**config.mk**
```make
export PLATFORM = sky130hd
export DESIGN_NAME = mte_cmd
export DESIGN_NICKNAME = d
export VERILOG_FILES = /design/src/hdl/mte_pkg.sv /design/src/hdl/mte_sync2.sv /design/src/hdl/mte_crc7.sv /design/src/hdl/mte_cmd.sv
export VERILOG_INCLUDE_DIRS = /design/src /design/src/hdl
export SDC_FILE = /design/constraint.sdc
export NUM_CORES = 1
export LEC_CHECK = 0
export BUFFER_PORTS_ARGS = -buffer_cell sky130_fd_sc_hd__buf_2
export CELL_PAD_IN_SITES_DETAIL_PLACEMENT = 1
export CELL_PAD_IN_SITES_GLOBAL_PLACEMENT = 1
export CORE_ASPECT_RATIO = 1.2
export CORE_MARGIN = 2
export CORE_UTILIZATION = 45
export DETAILED_ROUTE_END_ITERATION = 8
export GPL_TIMING_DRIVEN = 0
export PLACE_DENSITY = 0.86
export REMOVE_ABC_BUFFERS = 1
export SLEW_MARGIN = 20
export SYNTH_ARGS = -nofsm -noshare
export SYNTH_HDL_FRONTEND = slang
export SYNTH_SLANG_ARGS = --single-unit
```
**constraint.sdc**
```tcl
create_clock -name mclk_in -period 16.8 [get_ports mclk_in]
set_input_delay 0.84 -clock mclk_in [delete_from_list [all_inputs] [get_ports mclk_in]]
set_output_delay 0.84 -clock mclk_in [all_outputs]
set_load 0.02 [all_outputs]
```
**src/hdl/mte_cfg.svh**
```systemverilog
/*
  Constants of the motor target and error command block: command codes,
  error bit positions, target arithmetic and timing figures.
  Assumes inclusion by bare name from the block's package and modules.
*/
`ifndef MTE_CFG_SVH
`define MTE_CFG_SVH

// Command bytes
`define MTE_CMD_ADDR     8'hAA
`define MTE_CMD_FWD      8'hE1
`define MTE_CMD_REV      8'hE0
`define MTE_CMD_OFF      8'hFF
`define MTE_CMD_HALT     8'hB3
`define MTE_CMD_OCC      8'hB5
`define MTE_HIRES_TAG    3'h6
`define MTE_CRC_POLY     8'h91

// Target arithmetic
`define MTE_TGT_MID      12'h800
`define MTE_SPD_FULL     17'h00258
`define MTE_SPD_DIV      17'h0007F

// Error bit positions
`define MTE_EB_AWAIT     0
`define MTE_EB_NOPWR     1
`define MTE_EB_DRV       2
`define MTE_EB_INVAL     3
`define MTE_EB_INDISC    4
`define MTE_EB_FBDISC    5
`define MTE_EB_CUR       6
`define MTE_EB_FRAME     7
`define MTE_EB_OVR       8
`define MTE_EB_RXFULL    9
`define MTE_EB_CRC       10
`define MTE_EB_PROTO     11
`define MTE_EB_TMO       12
`define MTE_EB_TOP       12

// Timing
`define MTE_CLK_KHZ      200000
`define MTE_INVALID_MS   120
`define MTE_GOOD_PULSES  3'h4
`define MTE_RECOVER_CYC  1024

`endif

```
**src/hdl/mte_pkg.sv**
```systemverilog
/*
  Types of the motor target and error command block.
  Assumes mte_cfg.svh is on the include path.
*/
`include "mte_cfg.svh"

package mte_pkg;

  typedef enum logic [1:0] {MTE_IN_SERIAL, MTE_IN_ANALOG, MTE_IN_PULSE}
    mte_in_mode_t;

  typedef enum logic [1:0] {MTE_FB_NONE, MTE_FB_ANALOG, MTE_FB_TACHO}
    mte_fb_mode_t;

  typedef enum {MTE_IDLE, MTE_ADDR, MTE_CMD, MTE_DATA, MTE_CRCB, MTE_SKIP}
    mte_pst_t;

endpackage : mte_pkg

```
**src/hdl/mte_sync2.sv**
```systemverilog
/*
  Two-flop synchroniser for a group of level inputs.
  Assumes inputs asynchronous to mclk_in; the first stage feeds only the second.
*/
`timescale 1ns/1ps
`default_nettype none

module mte_sync2 #(
  parameter int W = 1
) (
  // Clock and reset
  input  wire logic         mclk_in,
  input  wire logic         resetn_in,
  input  wire logic         ce_in,
  // Data
  input  wire logic [W-1:0] d_in,
  output logic      [W-1:0] q_out
);

  logic [W-1:0] meta_q;

  always_ff @(posedge mclk_in or negedge resetn_in) begin
    if (!resetn_in) begin
      meta_q <= '0;
      q_out  <= '0;
    end else if (ce_in) begin
      meta_q <= d_in;
      q_out  <= meta_q;
    end
  end

endmodule : mte_sync2

`default_nettype wire

```
**src/hdl/mte_crc7.sv**
```systemverilog
/*
  One-byte step of the 7-bit serial check, least significant bit first.
  Assumes the caller holds the running value between bytes.
*/
`timescale 1ns/1ps
`default_nettype none
`include "mte_cfg.svh"

module mte_crc7 (
  // Running value and new byte
  input  wire logic [7:0] crc_in,
  input  wire logic [7:0] byte_in,
  output logic      [7:0] crc_out
);

  always_comb begin
    logic [7:0] c;
    c = crc_in ^ byte_in;
    for (int i = 0; i < 8; i++) begin
      if (c[0]) begin
        c = c ^ `MTE_CRC_POLY;
      end
      c = c >> 1;
    end
    crc_out = c;
  end

endmodule : mte_crc7

`default_nettype wire

```
**src/hdl/mte_cmd.sv**
```systemverilog
/*
  Serial command interpreter: low and high resolution target commands,
  motor off, and the two error flag queries with two-byte replies.
  Assumes bytes from a receiver on mclk_in, a transmitter that takes a
  byte on tx_valid_out and tx_ready_in, and pin levels needing a sync.
*/
`timescale 1ns/1ps
`default_nettype none
`include "mte_cfg.svh"

module mte_cmd
  import mte_pkg::*;
#(
  parameter int INVALID_CYC = `MTE_INVALID_MS * `MTE_CLK_KHZ,
  parameter int RECOVER_CYC = `MTE_RECOVER_CYC
) (
  // Clock and reset
  input  wire logic                  mclk_in,
  input  wire logic                  resetn_in,
  input  wire logic                  ce_in,
  // Received bytes and receiver faults
  input  wire logic [7:0]            rx_byte_in,
  input  wire logic                  rx_valid_in,
  input  wire logic                  rx_frame_err_in,
  input  wire logic                  rx_overrun_in,
  input  wire logic                  rx_drop_in,
  // Reply bytes
  output logic      [7:0]            tx_byte_out,
  output logic                       tx_valid_out,
  input  wire logic                  tx_ready_in,
  // Configuration
  input  wire mte_pkg::mte_in_mode_t in_mode_in,
  input  wire mte_pkg::mte_fb_mode_t fb_mode_in,
  input  wire logic [6:0]            dev_num_in,
  input  wire logic                  crc_en_in,
  input  wire logic                  timeout_en_in,
  input  wire logic [31:0]           timeout_cyc_in,
  input  wire logic [12:1]           halt_enable_in,
  input  wire logic [11:0]           input_min_in,
  input  wire logic [11:0]           input_max_in,
  input  wire logic [11:0]           fb_min_in,
  input  wire logic [11:0]           fb_max_in,
  input  wire logic [11:0]           current_limit_in,
  // Measurements on mclk_in
  input  wire logic                  pulse_good_in,
  input  wire logic                  pulse_bad_in,
  input  wire logic [11:0]           pulse_width_in,
  input  wire logic [11:0]           analog_input_in,
  input  wire logic [11:0]           feedback_in,
  input  wire logic [11:0]           current_in,
  // Pins
  input  wire logic                  usb_connected_in,
  input  wire logic                  motor_supply_input_in,
  input  wire logic                  driver_fault_in,
  // Motor side
  output logic      [11:0]           target_out,
  output logic      [11:0]           input_value_out,
  output logic                       motor_enable_out,
  output logic                       driver_toggle_out,
  output logic                       red_led_out,
  output logic                       err_line_out
);

  import mte_pkg::*;

  logic [2:0]  pins_s;
  logic        usb_s, sup_s, flt_s, sup_prev_q;
  mte_pst_t    st_q, st_d;
  logic [7:0]  crc_q, crc_src, crc_nx, cmd_q, cmd_d, dat_q, dat_d, cb;
  logic        go, proto_ev, crc_ev, dec, known, needs;
  logic        init_q, awaiting_q, tmo_ev;
  logic [11:0] target_q, tgt_d;
  logic [16:0] spd;
  logic [12:1] err_q;
  logic [15:0] occ_q, ev, halt_w;
  logic [15:0] tx_word_q;
  logic [1:0]  tx_cnt_q;
  logic        q_halt, q_occ, busy;
  logic [31:0] tmo_cnt_q, inv_cnt_q, rec_cnt_q;
  logic [2:0]  good_q;
  logic        invalid_q;
  logic [11:0] in_val;

  mte_sync2 #(.W(3)) u_sync (
    .mclk_in   (mclk_in),
    .resetn_in (resetn_in),
    .ce_in     (ce_in),
    .d_in      ({usb_connected_in, motor_supply_input_in, driver_fault_in}),
    .q_out     (pins_s)
  );
  assign {usb_s, sup_s, flt_s} = pins_s;

  mte_crc7 u_crc (
    .crc_in  (crc_src),
    .byte_in (rx_byte_in),
    .crc_out (crc_nx)
  );

  // Packet parser; a byte with its top bit set always starts a new packet
  always_comb begin
    st_d = st_q;
    cmd_d = cmd_q;
    dat_d = dat_q;
    crc_src = crc_q;
    cb = cmd_q;
    go = 1'b0;
    proto_ev = 1'b0;
    crc_ev = 1'b0;
    dec = 1'b0;
    if (rx_valid_in && ce_in) begin
      if (rx_byte_in[7]) begin
        proto_ev = (st_q != MTE_IDLE) && (st_q != MTE_SKIP);
        crc_src = 8'h00;
        if (rx_byte_in == `MTE_CMD_ADDR) begin
          st_d = MTE_ADDR;
        end else begin
          cb = rx_byte_in;
          dec = 1'b1;
        end
      end else begin
        unique case (st_q)
          MTE_IDLE: proto_ev = 1'b1;
          MTE_SKIP: st_d = MTE_SKIP;
          MTE_ADDR: st_d = (rx_byte_in[6:0] == dev_num_in) ? MTE_CMD
                                                          : MTE_SKIP;
          MTE_CMD: begin
            cb = rx_byte_in | 8'h80;
            dec = 1'b1;
          end
          MTE_DATA: begin
            dat_d = rx_byte_in;
            st_d = crc_en_in ? MTE_CRCB : MTE_IDLE;
            go = !crc_en_in;
          end
          MTE_CRCB: begin
            st_d = MTE_IDLE;
            go = (rx_byte_in[6:0] == crc_q[6:0]);
            crc_ev = !go;
          end
        endcase
      end
      if (dec) begin
        cmd_d = cb;
        if (!known) begin
          proto_ev = 1'b1;
          st_d = MTE_IDLE;
        end else if (needs) begin
          st_d = MTE_DATA;
        end else if (crc_en_in) begin
          st_d = MTE_CRCB;
        end else begin
          go = 1'b1;
          st_d = MTE_IDLE;
        end
      end
    end
  end

  assign needs = (cb == `MTE_CMD_FWD) || (cb == `MTE_CMD_REV) ||
                 (cb[7:5] == `MTE_HIRES_TAG);
  assign known = needs || (cb == `MTE_CMD_OFF) ||
                 (cb == `MTE_CMD_HALT) || (cb == `MTE_CMD_OCC);

  always_ff @(posedge mclk_in or negedge resetn_in) begin
    if (!resetn_in) begin
      st_q <= MTE_IDLE;
      cmd_q <= 8'h00;
      dat_q <= 8'h00;
      crc_q <= 8'h00;
    end else if (ce_in) begin
      st_q <= st_d;
      cmd_q <= cmd_d;
      dat_q <= dat_d;
      if (rx_valid_in) begin
        crc_q <= crc_nx;
      end
    end
  end

  // Target arithmetic; integer division truncates toward the midpoint
  assign spd = (17'(dat_d[6:0]) * `MTE_SPD_FULL) / `MTE_SPD_DIV;
  always_comb begin
    tgt_d = target_q;
    if (cmd_d[7:5] == `MTE_HIRES_TAG) begin
      tgt_d = {dat_d[6:0], cmd_d[4:0]};
    end else if (cmd_d == `MTE_CMD_FWD) begin
      tgt_d = (fb_mode_in == MTE_FB_NONE)
            ? `MTE_TGT_MID + spd[11:0]
            : `MTE_TGT_MID + {1'b0, dat_d[6:0], 4'h0};
    end else if (cmd_d == `MTE_CMD_REV) begin
      tgt_d = (fb_mode_in == MTE_FB_NONE)
            ? `MTE_TGT_MID - spd[11:0]
            : `MTE_TGT_MID - {1'b0, dat_d[6:0], 4'h0};
    end
  end

  assign busy = (tx_cnt_q != 2'h0);
  assign q_halt = go && (cmd_d == `MTE_CMD_HALT) && !busy;
  assign q_occ = go && (cmd_d == `MTE_CMD_OCC) && !busy;

  // Awaiting state is caught on the first enabled edge after reset
  always_ff @(posedge mclk_in or negedge resetn_in) begin
    if (!resetn_in) begin
      init_q <= 1'b1;
      awaiting_q <= 1'b1;
      target_q <= `MTE_TGT_MID;
    end else if (ce_in) begin
      init_q <= 1'b0;
      if (init_q) begin
        awaiting_q <= (in_mode_in == MTE_IN_SERIAL);
      end else if (go && (cmd_d == `MTE_CMD_OFF)) begin
        awaiting_q <= 1'b1;
      end else if (go && needs) begin
        awaiting_q <= (cmd_d == `MTE_CMD_REV) && (dat_d == 8'h00);
      end
      if (go && needs && in_mode_in == MTE_IN_SERIAL &&
          !((cmd_d == `MTE_CMD_REV) && (dat_d == 8'h00))) begin
        target_q <= tgt_d;
      end
    end
  end
  assign target_out = target_q;

  // Serial timeout: restarted by every valid command
  always_ff @(posedge mclk_in or negedge resetn_in) begin
    if (!resetn_in) begin
      tmo_cnt_q <= 32'h0;
    end else if (ce_in) begin
      if (go || !timeout_en_in || tmo_ev) begin
        tmo_cnt_q <= 32'h0;
      end else begin
        tmo_cnt_q <= tmo_cnt_q + 32'h1;
      end
    end
  end
  assign tmo_ev = timeout_en_in && !go && (timeout_cyc_in != 32'h0) &&
                  (tmo_cnt_q >= timeout_cyc_in - 32'h1);

  // Pulse input qualification
  always_ff @(posedge mclk_in or negedge resetn_in) begin
    if (!resetn_in) begin
      good_q <= 3'h0;
      inv_cnt_q <= 32'h0;
      invalid_q <= 1'b0;
      in_val <= 12'h000;
    end else if (ce_in) begin
      if (in_mode_in != MTE_IN_PULSE) begin
        good_q <= 3'h0;
        inv_cnt_q <= 32'h0;
        invalid_q <= 1'b0;
      end else if (pulse_bad_in) begin
        good_q <= 3'h0;
        inv_cnt_q <= inv_cnt_q + 32'h1;
      end else if (pulse_good_in && good_q >= `MTE_GOOD_PULSES - 3'h1) begin
        good_q <= `MTE_GOOD_PULSES;
        in_val <= pulse_width_in;
        inv_cnt_q <= 32'h0;
        invalid_q <= 1'b0;
      end else begin
        if (pulse_good_in) begin
          good_q <= good_q + 3'h1;
        end
        if (inv_cnt_q > 32'(INVALID_CYC)) begin
          invalid_q <= 1'b1;
        end else begin
          inv_cnt_q <= inv_cnt_q + 32'h1;
        end
      end
    end
  end
  assign input_value_out = (in_mode_in == MTE_IN_PULSE) ? in_val
                                                        : analog_input_in;

  // Driver recovery: pulse the toggle line periodically while faulted
  always_ff @(posedge mclk_in or negedge resetn_in) begin
    if (!resetn_in) begin
      rec_cnt_q <= 32'h0;
      driver_toggle_out <= 1'b0;
      sup_prev_q <= 1'b0;
    end else if (ce_in) begin
      sup_prev_q <= sup_s;
      driver_toggle_out <= flt_s && (rec_cnt_q == 32'(RECOVER_CYC - 1));
      if (!flt_s || rec_cnt_q == 32'(RECOVER_CYC - 1)) begin
        rec_cnt_q <= 32'h0;
      end else begin
        rec_cnt_q <= rec_cnt_q + 32'h1;
      end
    end
  end

  // Error events of this cycle
  always_comb begin
    ev = 16'h0000;
    ev[`MTE_EB_AWAIT] = awaiting_q;
    ev[`MTE_EB_NOPWR] = usb_s && !sup_s;
    ev[`MTE_EB_DRV] = flt_s || (usb_s && sup_prev_q && !sup_s);
    ev[`MTE_EB_INVAL] = invalid_q;
    ev[`MTE_EB_INDISC] = (input_value_out > input_max_in) ||
                         (input_value_out < input_min_in);
    ev[`MTE_EB_FBDISC] = (feedback_in > fb_max_in) ||
                         (feedback_in < fb_min_in);
    ev[`MTE_EB_CUR] = current_in > current_limit_in;
    ev[`MTE_EB_FRAME] = rx_frame_err_in;
    ev[`MTE_EB_OVR] = rx_overrun_in;
    ev[`MTE_EB_RXFULL] = rx_drop_in;
    ev[`MTE_EB_CRC] = crc_ev;
    ev[`MTE_EB_PROTO] = proto_ev;
    ev[`MTE_EB_TMO] = tmo_ev;
  end

  // Latched errors: a new event wins over the clear in the same cycle
  always_ff @(posedge mclk_in or negedge resetn_in) begin
    if (!resetn_in) begin
      err_q <= 12'h000;
      occ_q <= 16'h0000;
    end else if (ce_in) begin
      err_q <= (q_halt ? 12'h000 : err_q) |
               (ev[`MTE_EB_TOP:1] & halt_enable_in);
      occ_q <= (q_occ ? 16'h0000 : occ_q) | ev;
    end
  end
  assign halt_w = {3'h0, err_q, awaiting_q};

  // Two-byte reply, low byte first
  always_ff @(posedge mclk_in or negedge resetn_in) begin
    if (!resetn_in) begin
      tx_word_q <= 16'h0000;
      tx_byte_out <= 8'h00;
      tx_cnt_q <= 2'h0;
    end else if (ce_in) begin
      if (q_halt || q_occ) begin
        tx_word_q <= q_halt ? halt_w : occ_q;
        tx_byte_out <= q_halt ? halt_w[7:0] : occ_q[7:0];
        tx_cnt_q <= 2'h2;
      end else if (busy && tx_ready_in) begin
        tx_byte_out <= tx_word_q[15:8];
        tx_cnt_q <= tx_cnt_q - 2'h1;
      end
    end
  end
  assign tx_valid_out = busy;

  assign motor_enable_out = !awaiting_q && (err_q == 12'h000);
  assign red_led_out = |err_q;
  assign err_line_out = |err_q;

  fwd_target_a: assert property (
    @(posedge mclk_in) disable iff (!resetn_in)
    go && cmd_d == `MTE_CMD_FWD && in_mode_in == MTE_IN_SERIAL &&
    fb_mode_in != MTE_FB_NONE && !init_q
    |=> target_out == 12'h800 + {1'b0, $past(dat_d[6:0]), 4'h0})
    else $error("forward target wrong");

  speed_fwd_a: assert property (
    @(posedge mclk_in) disable iff (!resetn_in)
    go && cmd_d == `MTE_CMD_FWD && dat_d == 8'h7F &&
    in_mode_in == MTE_IN_SERIAL && fb_mode_in == MTE_FB_NONE
    |=> target_out == 12'hA58)
    else $error("full forward speed target wrong");

  speed_rev_a: assert property (
    @(posedge mclk_in) disable iff (!resetn_in)
    go && cmd_d == `MTE_CMD_REV && dat_d == 8'h7F &&
    in_mode_in == MTE_IN_SERIAL && fb_mode_in == MTE_FB_NONE
    |=> target_out == 12'h5A8)
    else $error("full reverse speed target wrong");

  rev_off_a: assert property (
    @(posedge mclk_in) disable iff (!resetn_in)
    go && cmd_d == `MTE_CMD_REV && dat_d == 8'h00 && !init_q
    |=> awaiting_q && !motor_enable_out && $stable(target_out))
    else $error("reverse zero did not stop motor");

  rev_clear_a: assert property (
    @(posedge mclk_in) disable iff (!resetn_in)
    go && cmd_d == `MTE_CMD_REV && dat_d != 8'h00 && !init_q
    |=> !awaiting_q)
    else $error("reverse did not clear awaiting");

  reply_order_a: assert property (
    @(posedge mclk_in) disable iff (!resetn_in)
    ce_in && tx_cnt_q == 2'h2 && tx_ready_in && !q_halt && !q_occ
    |=> tx_byte_out == $past(tx_word_q[15:8]) && tx_cnt_q == 2'h1)
    else $error("reply byte order wrong");

  crc_drop_a: assert property (
    @(posedge mclk_in) disable iff (!resetn_in)
    ce_in && crc_ev |=> $stable(target_out) && err_q[`MTE_EB_CRC] ==
    halt_enable_in[`MTE_EB_CRC])
    else $error("bad check byte not discarded");

  halt_clear_a: assert property (
    @(posedge mclk_in) disable iff (!resetn_in)
    q_halt && (ev[12:1] & halt_enable_in) == 12'h000
    |=> err_q == 12'h000 ##0 tx_word_q[15:13] == 3'h0)
    else $error("halting query did not clear");

  occ_keep_a: assert property (
    @(posedge mclk_in) disable iff (!resetn_in)
    q_occ && ev[`MTE_EB_PROTO]
    |=> occ_q[`MTE_EB_PROTO] && tx_word_q == $past(occ_q))
    else $error("occurred report lost event");

  err_line_a: assert property (
    @(posedge mclk_in) disable iff (!resetn_in)
    err_q != 12'h000 |-> err_line_out && red_led_out && !motor_enable_out)
    else $error("error line not driven");

endmodule : mte_cmd

`default_nettype wire

```
==> run metrics <==
result of the run=complete, no violations; pin count of the biggest net entering global routing=slightly above 90; maximum fanout along the worst path=59; post-synthesis sequential area ratio=0.312; Synth Register Bits=200; number of max-slew violations in the final report=0; basic-gate share of the synthesized area counting and, or, nand and nor cells=0.216; cell at the slowest stage of the critical path=sky130_fd_sc_hd__nor3_2; Core ar.=0.0350 mm²; final setup violation count=0; final critical-path setup slack=around 1.8 ns; vias in the first global route=16446; warning count from the yosys run=0; starting density of the core=0.458; arrival time worst endpoint=15.31 ns; root buf cell=sky130_fd_sc_hd__clkbuf_16; adder and majority cell fraction of the synthesized area=0.116; register-to-register setup slack=between 2 and 3 ns; leading register cell type out of synthesis=sky130_fd_sc_hd__dfrtp_1; number of distinct library cell variants in the gate-level netlist after synthesis=101; type of the worst min-delay path=in2async; dpl ws=around 0.9 ns; post-detailed-route count of antenna-violating nets=0; data required time at the worst endpoint=17.12 ns; most frequent cell on the critical path=sky130_fd_sc_hd__ha_1; Max-slew headroom=0.330; peak clock frequency supported by timing=66.7 MHz; DIE AREA=0.0372 mm²; largest family of logic cells by synthesized area=simple AND/OR/NAND/NOR gates; Clock Sink Count=200; area fraction in compound gates after synthesis=0.164; H-tree levels=4; cell area after synthesis=0.0160 mm²; Clk pin slew, worst setup/hold paths=0.08 ns; Ports=223; number of nets at the end of the flow=approximately 2400; wire length of the first global-routing pass=82600 µm; routability-driven placement congestion ratio=0.923; TritonRoute pass-1 iters=5; worst-skew pair later-pin latency=roughly 0.45 ns; number of buffers added by the clock tree synthesis step=17; post-cts sizing count=0; count of endpoints failing hold in the final timing report=0; summed negative setup slack over all endpoints=0 ns; TritonCTS clock tree=yes; post-synthesis mux area share=0.0509; Via Count=approximately 15000; reported max-cap violation count=0; cell depth of the worst flop-to-flop path=44; Total Wirelength=50300 µm; Detailed Route Iter0 Violations=between 800 and 900; placed wire-length estimate after detailed placement=approximately 38000 µm; hold-fix buffers at CTS=0; post-DR vias/cell=5.92; cell class contributing the biggest share of worst-path delay=compound AO/OA/AOI/OAI gates; FP Rows=75; Area growth syn-to-layout=13.9%; number of antenna violations at the first check in global routing=3; transition time of the tightest slew-check pin=roughly 1 ns; GRT Overall Usage=0.274; synthesized netlist cell count=1859; Critical R2R Launch=st_q[0]; element type at the critical path end=flop; total DRC errors in the routed layout=0; total setup buffers inserted after CTS=0; worst r2r dst=target_out[10]; min Tclk post-route=approximately 15 ns; synthesized-area fraction occupied by xor and xnor cells=0.0970; Bufs and invs on worst path=2; die width=roughly 180 µm; count of buffers inserted at the top-level ports=222; fin crit share=0.892; startpoint kind of the worst setup timing path=primary input; Remaining Overflow, GRT=0; share of async-settable or async-resettable flops after synthesis=1.00; unrepaired setup endpoints after global routing=false; post-detailed-route wirelength per cell=19.9 µm; Vert. Die Dim=211 µm; final clock skew=0.0128 ns; largest stage delay on the critical path=0.84 ns; type of the worst setup path=in2reg; maximum count of clock buffers along a single path=2; share of layout cells above drive strength 1=0.169; number of inserted filler cells in the final layout=~4200; number of enable-type register cells in the synthesized netlist=0; post-synthesis average cell area=approximately 8.6 µm²
-- per-layer routing --
layer | track usage | wire length, µm | vias up
li1 | - | - | 7023
met1 | 0.300 | 19800 | 7532
met2 | 0.534 | 27700 | 283
met3 | 0.0311 | 1290 | 108
met4 | 0.102 | 1570 | 4
met5 | 0 | 22 | -
-- cell type report --
cell class | instances | area [µm²] | area share
Sequential cell | 200 | 5010 | 0.274
Clock buffer | 18 | 429 | 0.0235
Inverter | 129 | 484 | 0.0265
Antenna cell | 1 | 2.50 | 0.000137
Tap cell | 462 | 578 | 0.0316
Timing Repair Buffer | 226 | 1220 | 0.0666
Multi-Input combinational cell | 1475 | 10400 | 0.567
Clock inverter | 14 | 188 | 0.0103
-- stage by stage --
step	hold slack [ns]	cells	cell area, µm²	utilization
after floorplan	0.446	1804	15800	-
after global placement	0.460	2488	17500	0.500
after detailed placement	0.466	2491	17600	0.504
after CTS	0.241	2523	18300	0.522
after global routing	0.256	2525	18300	0.522
final	0.252	2525	18300	0.522
-- how the worst max path moves through the flow --
stage               slack, ns  cells after the start             end  start
finish                   1.81                     44  target_out[10]  ce_in
global route             0.78                     45   target_out[4]  ce_in
CTS                      1.35                     45   target_out[4]  ce_in
detailed placement       0.90                     45   target_out[4]  ce_in
global placement         0.88                     43  target_out[10]  ce_in
floorplan                4.40                     43   target_out[4]  ce_in
-- synthesized netlist by cell type (all sizes together), types with 12 or more instances --
master,number,area share
or3,20,0.0078
xnor2,85,0.046
and2,17,0.0066
a31oi,15,0.0059
nor4,36,0.016
inv,129,0.030
a211oi,13,0.0067
mux2,41,0.029
dfrtp,197,0.31
nand2b,21,0.0082
nand2,145,0.034
ha,140,0.11
o21ai,90,0.029
nor3,54,0.017
a21o,40,0.019
nand3,74,0.023
o21a,12,0.0056
clkbuf,44,0.010
mux2i,35,0.022
nor2,199,0.047
and3,25,0.010
nor2b,18,0.0070
nand4,50,0.020
a21oi,95,0.030
xor2,90,0.051
-- flip-flops by register name, summed over array words and instances (netlist names), 8 cells and up --
register and count:
dat_q 8, cmd_q 8, err_q 12, target_out 12, tmo_cnt_q 32, occ_q 13, tx_byte_out 8, in_val 12
inv_cnt_q 32, rec_cnt_q 32
-- kinds of logic after synthesis --
group / after synthesis
buffers and inverters: 184
adders and majority gates: 146
xor gates and xnor gates: 175
muxes: 76
and+or+nand+nor: 695
DFF: 200
AOI/OAI and AO/OA: 383
-- cells in the final DEF, fill, tap and decap left out, drive strengths merged, types with 5 or more instances in the layout --
cell type / n
nand4: 50
nor2b: 18
and2: 17
a21oi: 95
nor4: 36
o41ai: 5
inv: 135
or3: 20
o21a: 12
a31oi: 15
nand3: 74
nor3: 54
o21ai: 90
o221ai: 6
xor2: 90
fa: 5
o211ai: 8
o22ai: 8
nor2: 199
nand2: 145
a22oi: 7
mux2i: 35
a211oi: 13
clkbuf: 18
o31ai: 9
xnor2: 85
and4: 11
buf: 226
mux2: 41
a32o: 7
ha: 140
dfrtp: 197
and3: 25
or4: 8
a22o: 11
nand2b: 21
a21o: 40
a2111oi: 7
or2: 5
a211o: 7
Power is left out: the tool's default activity adds up to more than one toggle a clock period on the data nets, which glitch-free logic cannot reach.
